==> src/inc/supervisor_cfg_pkg.sv <==
package supervisor_cfg_pkg;

	// register offsets
	localparam logic [7:0] ADDR_CH1_SLOW_CUTOFF_RESET_MAP = 8'h25;
	localparam logic [7:0] ADDR_CH2_FAST_UNDER_THRESHOLD = 8'h30;
	localparam logic [7:0] ADDR_CH2_FAST_OVER_THRESHOLD = 8'h31;
	localparam logic [7:0] ADDR_CH2_SLOW_UNDER_THRESHOLD = 8'h32;
	localparam logic [7:0] ADDR_CH2_SLOW_OVER_THRESHOLD = 8'h33;
	localparam logic [7:0] ADDR_CH2_FAST_DEBOUNCE = 8'h34;
	localparam logic [7:0] ADDR_CH2_SLOW_CUTOFF_RESET_MAP = 8'h35;

	// reset values
	localparam logic [7:0] UNDER_THRESHOLD_RESET = 8'h00;
	localparam logic [7:0] OVER_THRESHOLD_RESET = 8'hff;
	localparam logic [7:0] FAST_DEBOUNCE_RESET = 8'h00;
	localparam logic [7:0] CUTOFF_RESET_MAP_RESET = 8'h14;

	// field positions
	localparam int OVER_SETTLE_MSB = 7;
	localparam int OVER_SETTLE_LSB = 4;
	localparam int UNDER_SETTLE_MSB = 3;
	localparam int UNDER_SETTLE_LSB = 0;
	localparam int RESET_MAP_MSB = 4;
	localparam int RESET_MAP_LSB = 3;
	localparam int RESET_MAP_UNDER_BIT = 0;
	localparam int RESET_MAP_OVER_BIT = 1;
	localparam int CUTOFF_MSB = 2;
	localparam int CUTOFF_LSB = 0;
	localparam logic [7:0] CUTOFF_RESET_MAP_WRITABLE = 8'h1f;

	// low-pass cutoff codes
	localparam logic [2:0] CUTOFF_250HZ = 3'h2;
	localparam logic [2:0] CUTOFF_500HZ = 3'h3;
	localparam logic [2:0] CUTOFF_1KHZ = 3'h4;
	localparam logic [2:0] CUTOFF_2KHZ = 3'h5;
	localparam logic [2:0] CUTOFF_4KHZ = 3'h6;

	// threshold scaling in millivolts
	localparam logic [12:0] SCALE1_BASE_MV = 13'h00c8;
	localparam logic [12:0] SCALE1_STEP_MV = 13'h0005;
	localparam logic [12:0] SCALE1_TOP_MV = 13'h05c3;
	localparam logic [12:0] SCALE4_BASE_MV = 13'h0320;
	localparam logic [12:0] SCALE4_STEP_MV = 13'h0014;

	// debounce timing
	localparam int CLK_MHZ = 125;
	localparam int DEBOUNCE_MIN_NS = 100;
	localparam int DEBOUNCE_MAX_NS = 102400;
	localparam int DEBOUNCE_MAX_CODE = 10;
	localparam int DEBOUNCE_MAX_CYCLES = (DEBOUNCE_MAX_NS * CLK_MHZ + 999) / 1000;
	localparam int DEBOUNCE_MIN_CYCLES = (DEBOUNCE_MIN_NS * CLK_MHZ + 999) / 1000;

	typedef struct packed {
		logic [7:0] addr;
		logic [7:0] wdata;
		logic wr;
		logic rd;
	} reg_req_t;

	typedef struct packed {
		logic [7:0] rdata;
		logic ack;
	} reg_rsp_t;

	typedef struct packed {
		logic [12:0] fast_under_mv;
		logic [12:0] fast_over_mv;
		logic [12:0] slow_under_mv;
		logic [12:0] slow_over_mv;
	} ch_thresholds_t;

endpackage

==> src/design/channel_monitor_config_regs.sv <==
`timescale 1ns/1ps
// Functional notes
// - At 1x scaling a threshold code means 0.2V plus 5mV per step, up to 1.475V.
// - At 4x scaling a threshold code means 0.8V plus 20mV per step.
// - Each channel holds four 8-bit thresholds; the overvoltage ones reset to all ones.
// - Undervoltage thresholds reset to zero.
// - A fast fault is reported only after the comparator held for the full debounce time.
// - Debounce bits 7:4 time the overvoltage path and bits 3:0 the undervoltage path.
// - Debounce code 0 is 0.1us, doubling per code to 51.2us at 9; codes 10-15 are 102.4us.
// - Map bits 4:3 route fast faults to reset: 00 none, 01 under, 10 over, 11 both.
// - The cutoff-and-mapping register resets to 0x14: over mapped, 1kHz cutoff.
// - Cutoff codes 2..6 give 250Hz..4kHz; codes 0, 1 and 7 are invalid.
// - Writing the cutoff code retunes the low-frequency path filter.
// - Channel 2 registers sit at 0x30 through 0x35 in the listed order.
module channel_monitor_config_regs #(
	parameter int unsigned DEBOUNCE_MAX_CYCLES = supervisor_cfg_pkg::DEBOUNCE_MAX_CYCLES
) (
	input wire logic i_clk,
	input wire logic i_rst,
	input wire supervisor_cfg_pkg::reg_req_t i_reg_req,
	output supervisor_cfg_pkg::reg_rsp_t o_reg_rsp,
	input wire logic i_range_scale_select,
	input wire logic i_ch1_fast_undervoltage_fault,
	input wire logic i_ch1_fast_overvoltage_fault,
	input wire logic i_ch2_fast_under_cmp,
	input wire logic i_ch2_fast_over_cmp,
	output supervisor_cfg_pkg::ch_thresholds_t o_ch2_thresholds,
	output logic [2:0] o_ch1_slow_cutoff,
	output logic [2:0] o_ch2_slow_cutoff,
	output logic o_ch2_fast_undervoltage_fault,
	output logic o_ch2_fast_overvoltage_fault,
	output logic o_reset_output_n
);
	logic [7:0] ch1_slow_cutoff_reset_map;
	logic [7:0] ch2_fast_under_threshold;
	logic [7:0] ch2_fast_over_threshold;
	logic [7:0] ch2_slow_under_threshold;
	logic [7:0] ch2_slow_over_threshold;
	logic [7:0] ch2_fast_debounce;
	logic [7:0] ch2_slow_cutoff_reset_map;

	// address decode
	wire wr = i_reg_req.wr;
	wire hit_ch1_map = i_reg_req.addr == supervisor_cfg_pkg::ADDR_CH1_SLOW_CUTOFF_RESET_MAP;
	wire hit_fuv = i_reg_req.addr == supervisor_cfg_pkg::ADDR_CH2_FAST_UNDER_THRESHOLD;
	wire hit_fov = i_reg_req.addr == supervisor_cfg_pkg::ADDR_CH2_FAST_OVER_THRESHOLD;
	wire hit_suv = i_reg_req.addr == supervisor_cfg_pkg::ADDR_CH2_SLOW_UNDER_THRESHOLD;
	wire hit_sov = i_reg_req.addr == supervisor_cfg_pkg::ADDR_CH2_SLOW_OVER_THRESHOLD;
	wire hit_deb = i_reg_req.addr == supervisor_cfg_pkg::ADDR_CH2_FAST_DEBOUNCE;
	wire hit_ch2_map = i_reg_req.addr == supervisor_cfg_pkg::ADDR_CH2_SLOW_CUTOFF_RESET_MAP;

	// writable bits only; reserved bits stay zero
	wire [7:0] map_wdata = i_reg_req.wdata & supervisor_cfg_pkg::CUTOFF_RESET_MAP_WRITABLE;

	wire [7:0] next_rdata;
	assign next_rdata = hit_ch1_map ? ch1_slow_cutoff_reset_map :
		hit_fuv ? ch2_fast_under_threshold :
		hit_fov ? ch2_fast_over_threshold :
		hit_suv ? ch2_slow_under_threshold :
		hit_sov ? ch2_slow_over_threshold :
		hit_deb ? ch2_fast_debounce :
		hit_ch2_map ? ch2_slow_cutoff_reset_map : 8'h00;

	always_ff @(posedge i_clk or posedge i_rst) begin
		if (i_rst) begin
			ch1_slow_cutoff_reset_map <= supervisor_cfg_pkg::CUTOFF_RESET_MAP_RESET;
			ch2_fast_under_threshold <= supervisor_cfg_pkg::UNDER_THRESHOLD_RESET;
			ch2_fast_over_threshold <= supervisor_cfg_pkg::OVER_THRESHOLD_RESET;
			ch2_slow_under_threshold <= supervisor_cfg_pkg::UNDER_THRESHOLD_RESET;
			ch2_slow_over_threshold <= supervisor_cfg_pkg::OVER_THRESHOLD_RESET;
			ch2_fast_debounce <= supervisor_cfg_pkg::FAST_DEBOUNCE_RESET;
			ch2_slow_cutoff_reset_map <= supervisor_cfg_pkg::CUTOFF_RESET_MAP_RESET;
		end else if (wr) begin
			if (hit_ch1_map) begin
				ch1_slow_cutoff_reset_map <= map_wdata;
			end
			if (hit_fuv) begin
				ch2_fast_under_threshold <= i_reg_req.wdata;
			end
			if (hit_fov) begin
				ch2_fast_over_threshold <= i_reg_req.wdata;
			end
			if (hit_suv) begin
				ch2_slow_under_threshold <= i_reg_req.wdata;
			end
			if (hit_sov) begin
				ch2_slow_over_threshold <= i_reg_req.wdata;
			end
			if (hit_deb) begin
				ch2_fast_debounce <= i_reg_req.wdata;
			end
			if (hit_ch2_map) begin
				ch2_slow_cutoff_reset_map <= map_wdata;
			end
		end
	end

	// every read or write is acknowledged one cycle later; unmapped reads return zero
	always_ff @(posedge i_clk or posedge i_rst) begin
		if (i_rst) begin
			o_reg_rsp <= '0;
		end else begin
			o_reg_rsp.ack <= i_reg_req.wr | i_reg_req.rd;
			if (i_reg_req.rd) begin
				o_reg_rsp.rdata <= next_rdata;
			end
		end
	end

	// threshold code to millivolts
	function automatic logic [12:0] code_to_mv(input logic [7:0] code, input logic scale4);
		logic [12:0] wide;
		wide = {5'h00, code};
		if (scale4) begin
			code_to_mv = supervisor_cfg_pkg::SCALE4_BASE_MV
				+ 13'(wide * supervisor_cfg_pkg::SCALE4_STEP_MV);
		end else begin
			code_to_mv = supervisor_cfg_pkg::SCALE1_BASE_MV
				+ 13'(wide * supervisor_cfg_pkg::SCALE1_STEP_MV);
		end
	endfunction

	supervisor_cfg_pkg::ch_thresholds_t next_thresholds;
	assign next_thresholds.fast_under_mv = code_to_mv(ch2_fast_under_threshold,
		i_range_scale_select);
	assign next_thresholds.fast_over_mv = code_to_mv(ch2_fast_over_threshold,
		i_range_scale_select);
	assign next_thresholds.slow_under_mv = code_to_mv(ch2_slow_under_threshold,
		i_range_scale_select);
	assign next_thresholds.slow_over_mv = code_to_mv(ch2_slow_over_threshold,
		i_range_scale_select);

	always_ff @(posedge i_clk or posedge i_rst) begin
		if (i_rst) begin
			o_ch2_thresholds.fast_under_mv <= supervisor_cfg_pkg::SCALE1_BASE_MV;
			o_ch2_thresholds.fast_over_mv <= supervisor_cfg_pkg::SCALE1_TOP_MV;
			o_ch2_thresholds.slow_under_mv <= supervisor_cfg_pkg::SCALE1_BASE_MV;
			o_ch2_thresholds.slow_over_mv <= supervisor_cfg_pkg::SCALE1_TOP_MV;
		end else begin
			o_ch2_thresholds <= next_thresholds;
		end
	end

	// cutoff selection: only valid codes reach the filter
	function automatic logic cutoff_valid(input logic [2:0] code);
		cutoff_valid = (code >= supervisor_cfg_pkg::CUTOFF_250HZ) &&
			(code <= supervisor_cfg_pkg::CUTOFF_4KHZ);
	endfunction

	wire [2:0] ch1_cutoff_field = ch1_slow_cutoff_reset_map[supervisor_cfg_pkg::CUTOFF_MSB:
		supervisor_cfg_pkg::CUTOFF_LSB];
	wire [2:0] ch2_cutoff_field = ch2_slow_cutoff_reset_map[supervisor_cfg_pkg::CUTOFF_MSB:
		supervisor_cfg_pkg::CUTOFF_LSB];

	always_ff @(posedge i_clk or posedge i_rst) begin
		if (i_rst) begin
			o_ch1_slow_cutoff <= supervisor_cfg_pkg::CUTOFF_1KHZ;
			o_ch2_slow_cutoff <= supervisor_cfg_pkg::CUTOFF_1KHZ;
		end else begin
			if (cutoff_valid(ch1_cutoff_field)) begin
				o_ch1_slow_cutoff <= ch1_cutoff_field;
			end
			if (cutoff_valid(ch2_cutoff_field)) begin
				o_ch2_slow_cutoff <= ch2_cutoff_field;
			end
		end
	end

	// fast comparator debounce, index 0 under and 1 over
	wire [1:0] cmp_async = {i_ch2_fast_over_cmp, i_ch2_fast_under_cmp};
	wire [3:0] settle_code [2];
	wire [1:0] fast_fault;
	assign settle_code[0] = ch2_fast_debounce[supervisor_cfg_pkg::UNDER_SETTLE_MSB:
		supervisor_cfg_pkg::UNDER_SETTLE_LSB];
	assign settle_code[1] = ch2_fast_debounce[supervisor_cfg_pkg::OVER_SETTLE_MSB:
		supervisor_cfg_pkg::OVER_SETTLE_LSB];

	genvar g;
	generate
		for (g = 0; g < 2; g++) begin : gen_debounce
			fast_fault_debounce #(
				.MAX_CYCLES(DEBOUNCE_MAX_CYCLES)
			) u_debounce (
				.i_clk(i_clk),
				.i_rst(i_rst),
				.i_level_async(cmp_async[g]),
				.i_code(settle_code[g]),
				.o_level(fast_fault[g])
			);
		end
	endgenerate

	assign o_ch2_fast_undervoltage_fault = fast_fault[0];
	assign o_ch2_fast_overvoltage_fault = fast_fault[1];

	// reset output mapping
	wire [1:0] ch1_map = ch1_slow_cutoff_reset_map[supervisor_cfg_pkg::RESET_MAP_MSB:
		supervisor_cfg_pkg::RESET_MAP_LSB];
	wire [1:0] ch2_map = ch2_slow_cutoff_reset_map[supervisor_cfg_pkg::RESET_MAP_MSB:
		supervisor_cfg_pkg::RESET_MAP_LSB];
	wire ch1_routed = (ch1_map[supervisor_cfg_pkg::RESET_MAP_UNDER_BIT]
		& i_ch1_fast_undervoltage_fault) | (ch1_map[supervisor_cfg_pkg::RESET_MAP_OVER_BIT]
		& i_ch1_fast_overvoltage_fault);
	wire ch2_routed = (ch2_map[supervisor_cfg_pkg::RESET_MAP_UNDER_BIT] & fast_fault[0])
		| (ch2_map[supervisor_cfg_pkg::RESET_MAP_OVER_BIT] & fast_fault[1]);
	wire next_reset_output_n = ~(ch1_routed | ch2_routed);

	always_ff @(posedge i_clk or posedge i_rst) begin
		if (i_rst) begin
			o_reset_output_n <= 1'b0;
		end else begin
			o_reset_output_n <= next_reset_output_n;
		end
	end
endmodule // channel_monitor_config_regs

==> src/design/fast_fault_debounce.sv <==
`timescale 1ns/1ps
module fast_fault_debounce #(
	parameter int unsigned MAX_CYCLES = 12800
) (
	input wire logic i_clk,
	input wire logic i_rst,
	input wire logic i_level_async,
	input wire logic [3:0] i_code,
	output logic o_level
);
	logic sync1;
	logic sync2;
	logic [15:0] count;
	wire [15:0] limit;
	wire count_done;

	// cycles = ceil(max / 2^(10-code)); codes above 10 saturate at the maximum
	function automatic logic [15:0] code_cycles(input logic [3:0] code);
		int unsigned shift;
		shift = (int'(code) >= supervisor_cfg_pkg::DEBOUNCE_MAX_CODE) ? 0 :
			unsigned'(supervisor_cfg_pkg::DEBOUNCE_MAX_CODE - int'(code));
		code_cycles = 16'((MAX_CYCLES + (32'h1 << shift) - 1) >> shift);
	endfunction

	assign limit = code_cycles(i_code);
	assign count_done = (count + 16'h0001) >= limit;

	always_ff @(posedge i_clk or posedge i_rst) begin
		if (i_rst) begin
			sync1 <= 1'b0;
			sync2 <= 1'b0;
		end else begin
			sync1 <= i_level_async;
			sync2 <= sync1;
		end
	end

	// the new level must hold for the whole interval; any return restarts it
	always_ff @(posedge i_clk or posedge i_rst) begin
		if (i_rst) begin
			count <= 16'h0000;
			o_level <= 1'b0;
		end else if (sync2 == o_level) begin
			count <= 16'h0000;
		end else if (count_done) begin
			count <= 16'h0000;
			o_level <= sync2;
		end else begin
			count <= count + 16'h0001;
		end
	end
endmodule // fast_fault_debounce

==> config.mk <==
export PLATFORM = sky130hd
export DESIGN_NAME = channel_monitor_config_regs
export DESIGN_NICKNAME = d
export VERILOG_FILES = /design/src/inc/supervisor_cfg_pkg.sv /design/src/design/channel_monitor_config_regs.sv /design/src/design/fast_fault_debounce.sv
export SDC_FILE = /design/constraint.sdc
export NUM_CORES = 1
export LEC_CHECK = 0
export BUFFER_PORTS_ARGS = -buffer_cell sky130_fd_sc_hd__buf_2
export CAP_MARGIN = 20
export CORE_MARGIN = 5
export CORE_UTILIZATION = 61
export DETAILED_ROUTE_END_ITERATION = 7
export PLACE_DENSITY = 0.81
export SLEW_MARGIN = 20
export SYNTH_ARGS = -nofsm -noshare
export SYNTH_HDL_FRONTEND = slang
export SYNTH_SLANG_ARGS = --single-unit
==> constraint.sdc <==
create_clock -name i_clk -period 5.3 [get_ports i_clk]
set_input_delay 0.795 -clock i_clk [delete_from_list [all_inputs] [get_ports i_clk]]
set_output_delay 0.795 -clock i_clk [all_outputs]
set_load 0.02 [all_outputs]
== Word level (Yosys, flattened, before mapping) ==
Index checks and enable logic that the tools add are counted.
Widths: inputs -> output; s select.

* Mux-type cells: 17
* $lt $le $gt $ge: 8
* Shift-type cells: 4
* Multipliers: 8
* Bitwise gates (word level): 11
* Add/subtract/negate cells: 16
* Equal/unequal tests: 9
* Reductions and logical operators: 11

{| class="wikitable"
|+ Operator list
! operator !! number
|-
| $mul 8x3->11 const B || 8
|-
| $add 14x32->32 const A || 2
|-
| $mux 16 || 4
|-
| $mux 32 || 2
|-
| $shl 1x32->32 const A || 2
|-
| $shr 32x32->16 || 2
|-
| $sub 32x1->32 const B || 2
|-
| $eq 8x6->1 const B || 7
|-
| $add 10x13->13 const A || 4
|-
| $mux 13 || 4
|-
| $add 8x11->12 const A || 4
|-
| $mux 8 || 6
|-
| $add 16x1->16 const B || 2
|-
| $ge 16x16->1 || 2
|-
| $reduce_and 2->1 || 9
|-
| $sub 4x4->5 const A || 2
|-
| $ge 4x4->1 const B || 2
|-
| $ge 3x2->1 const B || 2
|-
| $le 3x3->1 const B || 2
|-
| $mux 5 || 1
|-
| $and 1x1->1 || 4
|-
| $or 1x1->1 || 4
|-
| $not 1->1 || 3
|-
| $eq 1x1->1 || 2
|-
| $logic_and 1x1->1 || 2
|}

* Register bits after elaboration: 156
* Output and inout port bits: 70
* Input bits: 25
* Logic and storage cells: 108

== Longest topological paths before layout ==
Gate-level depths: netlist of the first run.

* Depth after elaboration: 9
* Depth in mapped cells: 17
* Mapped depth without buffers: 15

== Cells and area by module ==
Synthesis of the first run repeated with hierarchy kept, for this count alone.

* Cell total of the unflattened synthesis: 1139
* Area total of the unflattened synthesis: 11347.1 µm²

{| class="wikitable"
|+ By module, submodules not included
! module !! area each (µm²) !! seq. area each (µm²) !! cells each !! times used
|-
| channel_monitor_config_regs || 7928.9 || 3002.9 || 753 || 1
|-
| fast_fault_debounce || 1709.1 || 475.5 || 193 || 2
|}

== Least setup slack after synthesis of the first run ==
OpenSTA, ideal clock, no wires.

* Path kind: register to register
* Start: register ch2_fast_debounce[0]
* End: register gen_debounce[0].u_debounce.count[10]
* Path buffers: 2
* Library setup time: 69 ps
* Period minus slack after synthesis: 3245 ps
* Arrival time: 3177 ps
* Required time: 5231 ps
* Setup slack: 2055 ps
* Stages on the path, launching flop included: 16
* Path through: dfrtp_1 buf_2 inv_1 ha_1 or3_1 a21oi_1 nand2_1 a211oi_1 o21ai_0 ha_1 or3_1 a221oi_2 o21ai_1 a211o_1 buf_6 nor2b_2

* Word-level cells in the longest chain between the ends: 9
* Elaborated cells between the ends (all ways): 10
* Classes of those cells: add/sub: 3; order compare: 2; shift: 2; mux: 3

{| class="wikitable"
|+ Ends and longest elaborated chain
! element !! line !! source
|-
| start: declaration || channel_monitor_config_regs.sv:39 || <nowiki>logic [7:0] ch2_fast_debounce;</nowiki>
|-
| start signal: assignment || channel_monitor_config_regs.sv:71 || <nowiki>ch2_fast_debounce <= supervisor_cfg_pkg::FAST_DEBOUNCE_RESET;</nowiki>
|-
| start signal: assignment || channel_monitor_config_regs.sv:90 || <nowiki>ch2_fast_debounce <= i_reg_req.wdata;</nowiki>
|-
| $sub 4x4->5 / $ge 4x4->1 (equally long branches) || fast_fault_debounce.sv:21, fast_fault_debounce.sv:20 ||
|-
| $mux 32 * || fast_fault_debounce.sv:20 || <nowiki>shift = (int'(code) >= supervisor_cfg_pkg::DEBOUNCE_MAX_CODE) ? 0 :</nowiki>
|-
| $shl 1x32->32 || fast_fault_debounce.sv:22 || <nowiki>code_cycles = 16'((MAX_CYCLES + (32'h1 << shift) - 1) >> shift);</nowiki>
|-
| $add 14x32->32 || fast_fault_debounce.sv:22 ||
|-
| $sub 32x1->32 || fast_fault_debounce.sv:22 ||
|-
| $shr 32x32->16 * || fast_fault_debounce.sv:22 ||
|-
| $ge 16x16->1 * || fast_fault_debounce.sv:26 || <nowiki>assign count_done = (count + 16'h0001) >= limit;</nowiki>
|-
| $mux 16 * || fast_fault_debounce.sv:45 || <nowiki>end else if (count_done) begin</nowiki>
|-
| $mux 16 * || fast_fault_debounce.sv:43 || <nowiki>end else if (sync2 == o_level) begin</nowiki>
|-
| end signal: assignment || fast_fault_debounce.sv:49 || <nowiki>count <= count + 16'h0001;</nowiki>
|-
| end: declaration || fast_fault_debounce.sv:13 || <nowiki>logic [15:0] count;</nowiki>
|}

Mark *: on every way between the ends. The rest lies on a longest branch, timed or not.
A chain may end at the register's enable or synchronous reset.

== Worst setup path after layout of the first run ==
* Start: register ch2_fast_debounce[0]
* End: register gen_debounce[0].u_debounce.count[2]

Same word-level chain as after synthesis.

==> flow_metrics.py, run 1 <==
metrics = {
    "run_status": {
        "status": "finished, final reports clean",
    },
    "clock_network": {
        "clock_path_buffers": 2,
        "worstSkewPairLatency_ns": 0.44,
        "ctsHoldBuffers": 0,
        "cts_sinks": 156,
        "post_cts_buffers": 0,
        "clkSlewWorstSetupHoldPaths_ns": 0.06,
        "cts_tree": "done",
        "root_buffer": "clkbuf_16",
        "cts_htree_levels": 4,
        "numCtsBuffers": 17,
        "cts_repair_resize_count": 0,
    },
    "logic_synthesis": {
        "syn_inst": 1147,
        "ys_seq_elements": 156,
        "yosys_most_used_dff": "dfrtp_1",
        "synth-async-reset-ratio": 1.00,
        "ys_seq_area_frac": 0.352,
        "synth.avg_cell_area_um2": 9.81,
        "yosysTopAreaCell": "dfrtp_1",
        "yosys.cell_types.count": 70,
        "synth_top_area_share": 0.258,
        "yosys_warnings": 0,
        "synthesis.area_um2": 11200,
        "synth_edf_count": 0,
        "synth_top_cells_by_area": "dfrtp_1 26%, ha_1 14%, dfstp_2 9.3%",
    },
    "route": {
        "wire_per_inst_um": 17.2,
        "detail_route.iter0.violations": 568,
        "vias_per_cell": 5.85,
        "drc": 0,
        "first_pass_iters": 6,
        "antenna_left": 0,
        "drt_wl_total_mm": 25.3,
        "num_vias": 8588,
    },
    "critical_path": {
        "ff2ff_path_depth": 12,
        "worstPathArrival_ns": 4.48,
        "cp-end-kind": "flip-flop",
        "worst_ep_required_time_ns": 5.63,
        "worstSetupEndpoint": "gen_debounce[0].u_debounce.count[2]",
        "r2r-end": "gen_debounce[0].u_debounce.count[2]",
        "cp_max_fo": 16,
        "cp-start-kind": "flip-flop",
        "r2r_slack_ns": 1.15,
        "crit_type": "reg -> reg",
        "crit_start": "ch2_fast_debounce[0]",
        "r2r-start": "ch2_fast_debounce[0]",
    },
    "final_layout": {
        "multi_input_area_um2": 6780,
        "area_growth_syn_to_layout_pct": 10.8,
        "drive_gt1_frac": 0.218,
        "fillers": 1406,
        "num_antenna_cells": 0,
        "nNetsFinal": 1393,
        "mostFrequentLayoutCells": "122 x ha_1, 116 x dfrtp_1, 94 x buf_2",
        "regArea_um2": 3950,
        "final_cells": 1468,
        "final_common_cell": "ha_1",
    },
    "sta": {
        "worst_pin_slew_ns": 0.870,
        "slew_headroom": 0.420,
        "hold_slack_ns": 0.359,
        "min_period_ns": 4.15,
        "setup_viol": 0,
        "finalCritPeriodShare": 0.784,
        "maxSlewViolCount": 0,
        "hold_viol": 0,
        "fmax_mhz": 241,
        "grt_setup_unrepaired": "no",
        "setup_tns_ns": 0,
        "skew_ns": 0.00908,
    },
    "global_route": {
        "grt_pass1_wl_mm": 42.6,
        "grt_pass1_vias": 8632,
        "grt-ovfl-total": 0,
        "grt_use_total": 0.244,
        "grt_max_degree": 69,
        "antenna_found_initial": 1,
    },
    "floorplanning": {
        "dieArea_um2": 21300,
        "start_util": 0.622,
        "die_x_um": 146,
        "rows": 49,
        "core_area_um2": 18100,
        "pin_count": 95,
        "die_y_um": 146,
    },
    "placement": {
        "numPortBuffers": 94,
        "placedCellCount": 1436,
        "dp_hpwl_mm": 18.5,
        "place.gp.congestion": 0.874,
    },
    "job": {
        "cap_violations": 0,
    },
    "hold_path": {
        "hp-class": "in -> async",
    },
    "power_and_ir_drop": {
        "powerDensity_nw_per_um2": 282,
        "vdd_drop_max_mv": 0.230,
        "p_leak_uw": 0.00627,
    },
}
[kinds of logic after synthesis]
kind of cell / synth area share
fa+ha+maj: 0.171
flops: 0.352
other cells: 0.000333
simple gates: 0.151
buf+inv: 0.0471
mux: 0.0873
compound gates: 0.134
xor+xnor: 0.0576
[where the power goes]
part           internal [uW]  switching [uW]
clock network            751             532
registers               1330             102
logic                    319             491
[critical path, cell delays in order, from the launching register on]
cell      delay [ns]
dfrtp_1         0.64
ha_1            0.47
xnor2_1         0.20
nor2_1          0.06
a21oi_1         0.68
o221ai_1        0.31
nand2_1         0.14
ha_1            0.18
o21a_1          0.13
o21ai_0         0.07
a211oi_1        0.31
a211o_1         0.58
and2b_1         0.26
[metrics by stage]
step           setup slack [ns]  power [uW]  utilization  area, um2
3_3_place_gp               1.34        2230        0.655      11900
4_1_cts                    1.16        3540        0.689      12500
3_5_place_dp               1.20        2250        0.655      11900
5_1_grt                   0.743        3710        0.689      12500
6_report                   1.15        3520        0.689      12500
2_1_floorplan             0.365        2030            -      11300
[how the worst min path moves through the flow]
stage / end / startpoint / slack, ns
after CTS: gen_debounce[0].u_debounce.sync2 / gen_debounce[0].u_debounce.sync1 / 0.37
after detailed placement: gen_debounce[1].u_debounce.sync2 / gen_debounce[1].u_debounce.sync1 / 0.34
after global placement: gen_debounce[1].u_debounce.sync2 / gen_debounce[1].u_debounce.sync1 / 0.35
after floorplan: gen_debounce[0].u_debounce.sync2 / gen_debounce[0].u_debounce.sync1 / 0.33
final: gen_debounce[1].u_debounce.count[6] / i_rst / 0.36
after global routing: gen_debounce[0].u_debounce.sync2 / gen_debounce[0].u_debounce.sync1 / 0.38
[area by class of cell]
| type | count | share of cell area |
|---|---|---|
| sequential | 156 | 0.317 |
| timing repair buffer | 97 | 0.0395 |
| multi-input combinational | 864 | 0.544 |
| clock inverter | 14 | 0.0148 |
| tap | 229 | 0.0230 |
| clock buffer | 18 | 0.0344 |
| inverter | 90 | 0.0275 |
[Yosys cell counts, types with 23 or more instances]
master / count
nor2_1: 81
a21oi_1: 63
nand2_1: 66
ha_1: 122
dfrtp_1: 116
xnor2_1: 48
nor2b_1: 38
clkbuf_1: 23
dfstp_2: 40
inv_1: 90
o21ai_0: 66
nand3_1: 31
mux2_2: 69
xor2_1: 26
[registers in the layout, summed over array words and instances, names as in the netlist]
register and count:
ch2_slow_over_threshold 8, o_reg_rsp 9, gen_debounce.u_debounce.sync1 2, o_ch2_thresholds 52
o_ch1_slow_cutoff 3, ch2_fast_under_threshold 8, gen_debounce.u_debounce.count 32, ch2_slow_under_threshold 8
gen_debounce.u_debounce.o_level 2, gen_debounce.u_debounce.sync2 2, o_reset_output_n 1, ch2_fast_debounce 8
ch2_fast_over_threshold 8, o_ch2_slow_cutoff 3, ch2_slow_cutoff_reset_map 5, ch1_slow_cutoff_reset_map 5
[per-layer routing]
| layer | up-vias | part of all wire | track usage |
|---|---|---|---|
| met4 | 2 | 0.017 | 0.0712 |
| li1 | 4171 | - | - |
| met2 | 232 | 0.50 | 0.404 |
| met1 | 4142 | 0.43 | 0.325 |
| met5 | - | 0.00028 | 0 |
| met3 | 41 | 0.052 | 0.0501 |
(Power assumes the default switching activity.)
==> run 2, diff against run 1 <==
--- a/config.mk
+++ b/config.mk
@@ -8,9 +8,9 @@
 export BUFFER_PORTS_ARGS = -buffer_cell sky130_fd_sc_hd__buf_2
 export CAP_MARGIN = 20
 export CORE_MARGIN = 5
-export CORE_UTILIZATION = 61
+export CORE_UTILIZATION = 55
 export DETAILED_ROUTE_END_ITERATION = 7
-export PLACE_DENSITY = 0.81
+export PLACE_DENSITY = 0.77
 export SLEW_MARGIN = 20
 export SYNTH_ARGS = -nofsm -noshare
 export SYNTH_HDL_FRONTEND = slang
==> constraint.sdc (replaced) <==
create_clock -name i_clk -period 3.3 [get_ports i_clk]
set_input_delay 0.495 -clock i_clk [delete_from_list [all_inputs] [get_ports i_clk]]
set_output_delay 0.495 -clock i_clk [all_outputs]
set_load 0.02 [all_outputs]
==> flow_metrics.py, run 2 (synthesis gave the netlist of run 1 again) <==
metrics = {
    "critical_path": {
        "crit_type": "reg -> reg",
        "ff2ff_path_depth": 15,
        "worstPathArrival_ns": 3.66,
        "r2r_slack_ns": 0.0002,
        "r2r-end": "gen_debounce[0].u_debounce.count[8]",
        "cp-start-kind": "flip-flop",
        "r2r-start": "ch2_fast_debounce[1]",
        "crit_chain": "buf_6 -> ha_4 -> or3_4 -> a21oi_4 -> buf_6 -> nand2_2 -> o32ai_2 -> nand2_1 -> ha_4 -> a21o_1 -> a221oi_2 -> o21ai_1 -> a211o_2 -> clkbuf_16 -> nor2b_2",
        "slowest_delay_ns": 0.45,
        "cp_max_fo": 6,
        "worst_ep_required_time_ns": 3.66,
        "cp-end-kind": "flip-flop",
        "cpMaxStageDelayCell": "dfrtp_2",
    },
    "route": {
        "drc": 0,
        "vias_per_cell": 5.69,
        "antenna_left": 0,
        "wire_per_inst_um": 17.3,
        "detail_route.iter0.violations": 488,
        "num_vias": 8842,
        "drt_wl_total_mm": 26.8,
        "first_pass_iters": 5,
    },
    "placement": {
        "dp_hpwl_mm": 19.2,
        "numPortBuffers": 94,
        "placedCellCount": 1512,
        "place.gp.congestion": 0.912,
    },
    "sta": {
        "min_period_ns": 3.30,
        "finalCritPeriodShare": 1.00,
        "worst_pin_slew_ns": 0.860,
        "hold_slack_ns": 0.177,
        "maxSlewViolCount": 0,
        "hold_viol": 0,
        "setup_viol": 0,
        "fmax_mhz": 303,
        "setup_tns_ns": 0,
        "slew_headroom": 0.427,
        "grt_setup_unrepaired": "yes",
        "skew_ns": 0.00866,
    },
    "clock_network": {
        "clock_path_buffers": 2,
        "clkSlewWorstSetupHoldPaths_ns": 0.06,
        "ctsHoldBuffers": 0,
        "cts_htree_levels": 4,
        "numCtsBuffers": 17,
        "root_buffer": "clkbuf_16",
        "worstSkewPairLatency_ns": 0.43,
        "cts_sinks": 156,
        "cts_tree": "done",
    },
    "final_layout": {
        "regMostFlops": "o_ch2_thresholds",
        "regArea_um2": 3960,
        "largest_reg_flops": 52,
        "multi_input_area_um2": 7050,
        "fin_util": 0.657,
        "mostFrequentLayoutCells": "115 x ha_1, 111 x dfrtp_1, 94 x buf_2",
        "fillers": 1556,
        "nNetsFinal": 1436,
        "area_growth_syn_to_layout_pct": 17.8,
        "final_common_cell": "ha_1",
        "drive_gt1_frac": 0.284,
        "final_cells": 1553,
        "reg_top3": "o_ch2_thresholds: 52 flops, gen_debounce.u_debounce.count: 32 flops, o_reg_rsp: 9 flops",
    },
    "floorplanning": {
        "dieArea_um2": 23400,
        "core_area_um2": 20200,
        "die_y_um": 153,
        "pin_count": 95,
        "start_util": 0.558,
        "rows": 52,
        "die_x_um": 153,
    },
    "hold_path": {
        "whs_endpoint": "gen_debounce[0].u_debounce.sync1",
        "hp-class": "in -> reg",
        "hold_start": "i_ch2_fast_under_cmp",
        "min_delay_path_depth": 1,
    },
    "global_route": {
        "grt_pass1_vias": 8796,
        "grt_util_met3": 0.0356,
        "grt_max_degree": 157,
        "met2_usage": 0.379,
        "grt-ovfl-total": 0,
        "met1_usage": 0.299,
        "grt_pass1_wl_mm": 43.7,
        "grt_use_total": 0.227,
        "busiest_layer": "met2",
        "antenna_found_initial": 2,
    },
    "power_and_ir_drop": {
        "vdd_drop_max_mv": 0.343,
        "intPower_uw": 4140,
        "p_leak_uw": 0.00655,
        "p_sw_frac": 0.315,
        "power_frac_seq": 0.381,
        "comb_power_share": 0.254,
        "power_uw": 6040,
        "pwr-share-clk": 0.366,
        "switching_power_uw": 1900,
        "powerDensity_nw_per_um2": 456,
    },
    "run_status": {
        "status": "finished, final reports clean",
    },
    "job": {
        "cap_violations": 0,
    },
}
==> run 2: routing by layer <==
metal / wire length (um) / up-vias
met5: 11 / -
li1: - / 4261
met4: 799 / 2
met3: 1140 / 64
met2: 13100 / 248
met1: 11800 / 4267
==> run 2: worst max-delay path by stage <==
| stage | start | endpoint | slack [ns] | cells after the start |
|---|---|---|---|---|
| 3_5_place_dp | ch2_fast_debounce[5] | gen_debounce[1].u_debounce.count[9] | -0.05 | 15 |
| 5_1_grt | ch2_fast_debounce[1] | gen_debounce[0].u_debounce.count[8] | -0.11 | 15 |
| 4_1_cts | ch2_fast_debounce[1] | gen_debounce[0].u_debounce.count[15] | 0.02 | 15 |
| 6_report | ch2_fast_debounce[1] | gen_debounce[0].u_debounce.count[8] | 0.0002 | 15 |
| 3_3_place_gp | ch2_fast_debounce[4] | gen_debounce[1].u_debounce.count[15] | 0.05 | 12 |
| 2_1_floorplan | ch2_fast_debounce[0] | gen_debounce[0].u_debounce.count[10] | 0.05 | 15 |
==> run 2: repair_timing <==
action                     in CTS  in global routing
gates cloned                    0                  1
setup buffers                   0                  7
pin swaps                       0                 22
gates resized for setup         5                 67
setup endpoints to repair      29                 34
==> run 2: power by group through the flow <==
stage | combinational [uW] | sequential [uW] | clock [uW]
2_1_floorplan | 834 | 2430 | 0
3_3_place_gp | 1370 | 2320 | 0
3_5_place_dp | 1410 | 2320 | 0
4_1_cts | 1430 | 2290 | 2240
5_1_grt | 1690 | 2320 | 2320
6_report | 1530 | 2300 | 2210
==> run 2: critical path: cells and delay by family (launching register included) <==
kind                     cells  cell delay (ns)
flip-flops                   1             0.45
AO/OA/AOI/OAI                6             1.31
buffers and inverters        3             0.45
AND/OR/NAND/NOR              4             0.62
adder cells (fa/ha/maj)      2             0.40
==> run 2: metrics by stage <==
step,cell area (um2),setup slack (ns)
final,13200,0.000183
after global routing,13200,-0.115
after CTS,12900,0.0194
after detailed placement,12200,-0.0517
after global placement,12200,0.0470
after floorplan,11300,0.0546
==> run 2: layout make-up <==
cell class,instances,area share
Antenna cell,1,0.000189
Inverter,90,0.0258
Timing Repair Buffer,140,0.0675
Sequential cell,156,0.299
Tap cell,270,0.0255
Multi-Input combinational cell,864,0.532
Clock buffer,17,0.0321
Clock inverter,15,0.0176
==> run 3, diff against run 2 <==
--- a/config.mk
+++ b/config.mk
@@ -8,9 +8,11 @@
 export BUFFER_PORTS_ARGS = -buffer_cell sky130_fd_sc_hd__buf_2
 export CAP_MARGIN = 20
 export CORE_MARGIN = 5
-export CORE_UTILIZATION = 55
+export CORE_UTILIZATION = 57
+export CTS_BUF_LIST = sky130_fd_sc_hd__clkbuf_4
 export DETAILED_ROUTE_END_ITERATION = 7
-export PLACE_DENSITY = 0.77
+export PLACE_DENSITY = 0.8
+export SKIP_CTS_REPAIR_TIMING = 1
 export SLEW_MARGIN = 20
 export SYNTH_ARGS = -nofsm -noshare
 export SYNTH_HDL_FRONTEND = slang
==> flow_metrics.py, run 3 (synthesis gave the netlist of run 1 again) <==
metrics = {
    "floorplanning": {
        "start_util": 0.578,
        "die_y_um": 150,
        "rows": 51,
        "pin_count": 95,
        "die_x_um": 150,
        "dieArea_um2": 22600,
        "core_area_um2": 19500,
    },
    "clock_network": {
        "cts_sinks": 156,
        "numCtsBuffers": 17,
        "clock_path_buffers": 2,
        "root_buffer": "clkbuf_4",
        "worstSkewPairLatency_ns": 0.56,
        "cts_tree": "done",
        "cts_htree_levels": 4,
        "clkSlewWorstSetupHoldPaths_ns": 0.12,
    },
    "critical_path": {
        "ff2ff_path_depth": 15,
        "cp_max_fo": 6,
        "r2r-start": "ch2_fast_debounce[0]",
        "worst_ep_required_time_ns": 3.81,
        "crit_type": "reg -> reg",
        "r2r-end": "gen_debounce[0].u_debounce.count[4]",
        "crit_start": "ch2_fast_debounce[0]",
        "cp-end-kind": "flip-flop",
        "r2r_slack_ns": -0.04,
        "worstSetupEndpoint": "gen_debounce[0].u_debounce.count[4]",
        "worstPathArrival_ns": 3.85,
        "cp-start-kind": "flip-flop",
    },
    "run_status": {
        "violations": "setup timing",
        "status": "finished, violations left",
    },
    "sta": {
        "timing.final.ws_setup_ns": -0.0436,
        "grt_setup_unrepaired": "yes",
        "setup_viol": 2,
        "finalCritPeriodShare": 1.01,
        "fmax_mhz": 299,
        "skew_ns": 0.0125,
        "hold_slack_ns": 0.0241,
        "min_period_ns": 3.34,
        "hold_viol": 0,
        "worst_pin_slew_ns": 0.725,
        "slew_headroom": 0.517,
        "maxSlewViolCount": 0,
    },
    "final_layout": {
        "nNetsFinal": 1436,
        "mostFrequentLayoutCells": "116 x ha_1, 111 x dfrtp_1, 94 x buf_2",
        "fillers": 1521,
        "drive_gt1_frac": 0.276,
        "largest_reg_flops": 52,
        "final_common_cell": "ha_1",
        "reg_top3": "o_ch2_thresholds: 52 flops, gen_debounce.u_debounce.count: 32 flops, o_reg_rsp: 9 flops",
        "area_growth_syn_to_layout_pct": 13.6,
        "stdcell_area_um2": 12800,
        "regMostFlops": "o_ch2_thresholds",
        "final_cells": 1547,
        "fin_util": 0.657,
    },
    "route": {
        "wire_per_inst_um": 16.9,
        "detail_route.iter0.violations": 444,
        "vias_per_cell": 5.72,
        "antenna_left": 0,
        "drc": 0,
        "num_vias": 8855,
        "drt_wl_total_mm": 26.1,
        "first_pass_iters": 5,
    },
    "power_and_ir_drop": {
        "vdd_drop_max_mv": 0.214,
        "powerDensity_nw_per_um2": 385,
        "p_leak_uw": 0.00637,
    },
    "job": {
        "cap_violations": 0,
    },
    "placement": {
        "place.gp.congestion": 0.945,
        "dp_slack_ns": -0.00792,
        "dp_hpwl_mm": 19.9,
        "placedInstanceArea_um2": 12200,
        "numPortBuffers": 94,
        "placedCellCount": 1509,
    },
    "global_route": {
        "grt_max_degree": 81,
        "grt_use_total": 0.235,
        "grt-ovfl-total": 0,
        "grt_pass1_vias": 8719,
        "grt_pass1_wl_mm": 42.5,
        "antenna_found_initial": 4,
    },
    "hold_path": {
        "hp-class": "in -> async",
    },
}
-- run 3: metal layers --
metal	GRT usage	part of all wire
met1	0.299	0.42
met2	0.394	0.49
met3	0.0467	0.053
met4	0.0933	0.033
met5	0	0.0018
-- run 3: worst max-delay path, cell delays in order (launching register included) --
cell	delay [ns]
dfrtp_2	0.46
inv_2	0.08
ha_4	0.19
or3_1	0.34
a21oi_2	0.16
buf_4	0.14
nand2_1	0.06
o32ai_2	0.20
nand2_1	0.13
ha_4	0.23
a21o_1	0.18
a221oi_2	0.31
o21ai_2	0.12
a211o_1	0.36
buf_6	0.15
and2b_1	0.19
-- run 3: how the worst min path moves through the flow --
stage / from / slack (ns) / endpoint / cells past startpoint
after global routing: i_ch2_fast_over_cmp / 0.02 / gen_debounce[1].u_debounce.sync1 / 1
after floorplan: gen_debounce[0].u_debounce.sync1 / 0.33 / gen_debounce[0].u_debounce.sync2 / 0
final: i_rst / 0.02 / gen_debounce[0].u_debounce.count[13] / 2
after global placement: gen_debounce[1].u_debounce.sync1 / 0.34 / gen_debounce[1].u_debounce.sync2 / 0
after CTS: i_ch2_fast_under_cmp / -0.007 / gen_debounce[0].u_debounce.sync1 / 1
after detailed placement: gen_debounce[1].u_debounce.sync1 / 0.34 / gen_debounce[1].u_debounce.sync2 / 0
-- run 3: power breakdown --
part	internal [uW]	switching [uW]	total [uW]
combinational	643	860	1500
sequential	2130	158	2290
clock	481	647	1130
-- run 3: through the flow --
step	setup TNS, ns	power, uW
2_1_floorplan	0	3260
3_3_place_gp	0	3680
3_5_place_dp	-0.0158	3720
4_1_cts	-0.232	4860
5_1_grt	-1.31	5240
6_report	-0.0710	4920
-- run 3: layout make-up --
| cell class | instances | area (um2) | area share |
|---|---|---|---|
| Tap cell | 265 | 332 | 0.0259 |
| Antenna cell | 1 | 2.50 | 0.000196 |
| Clock inverter | 9 | 101 | 0.00793 |
| Clock buffer | 22 | 165 | 0.0129 |
| Inverter | 90 | 342 | 0.0267 |
| Timing Repair Buffer | 140 | 863 | 0.0675 |
| Sequential cell | 156 | 3960 | 0.310 |
| Multi-Input combinational cell | 864 | 7020 | 0.549 |
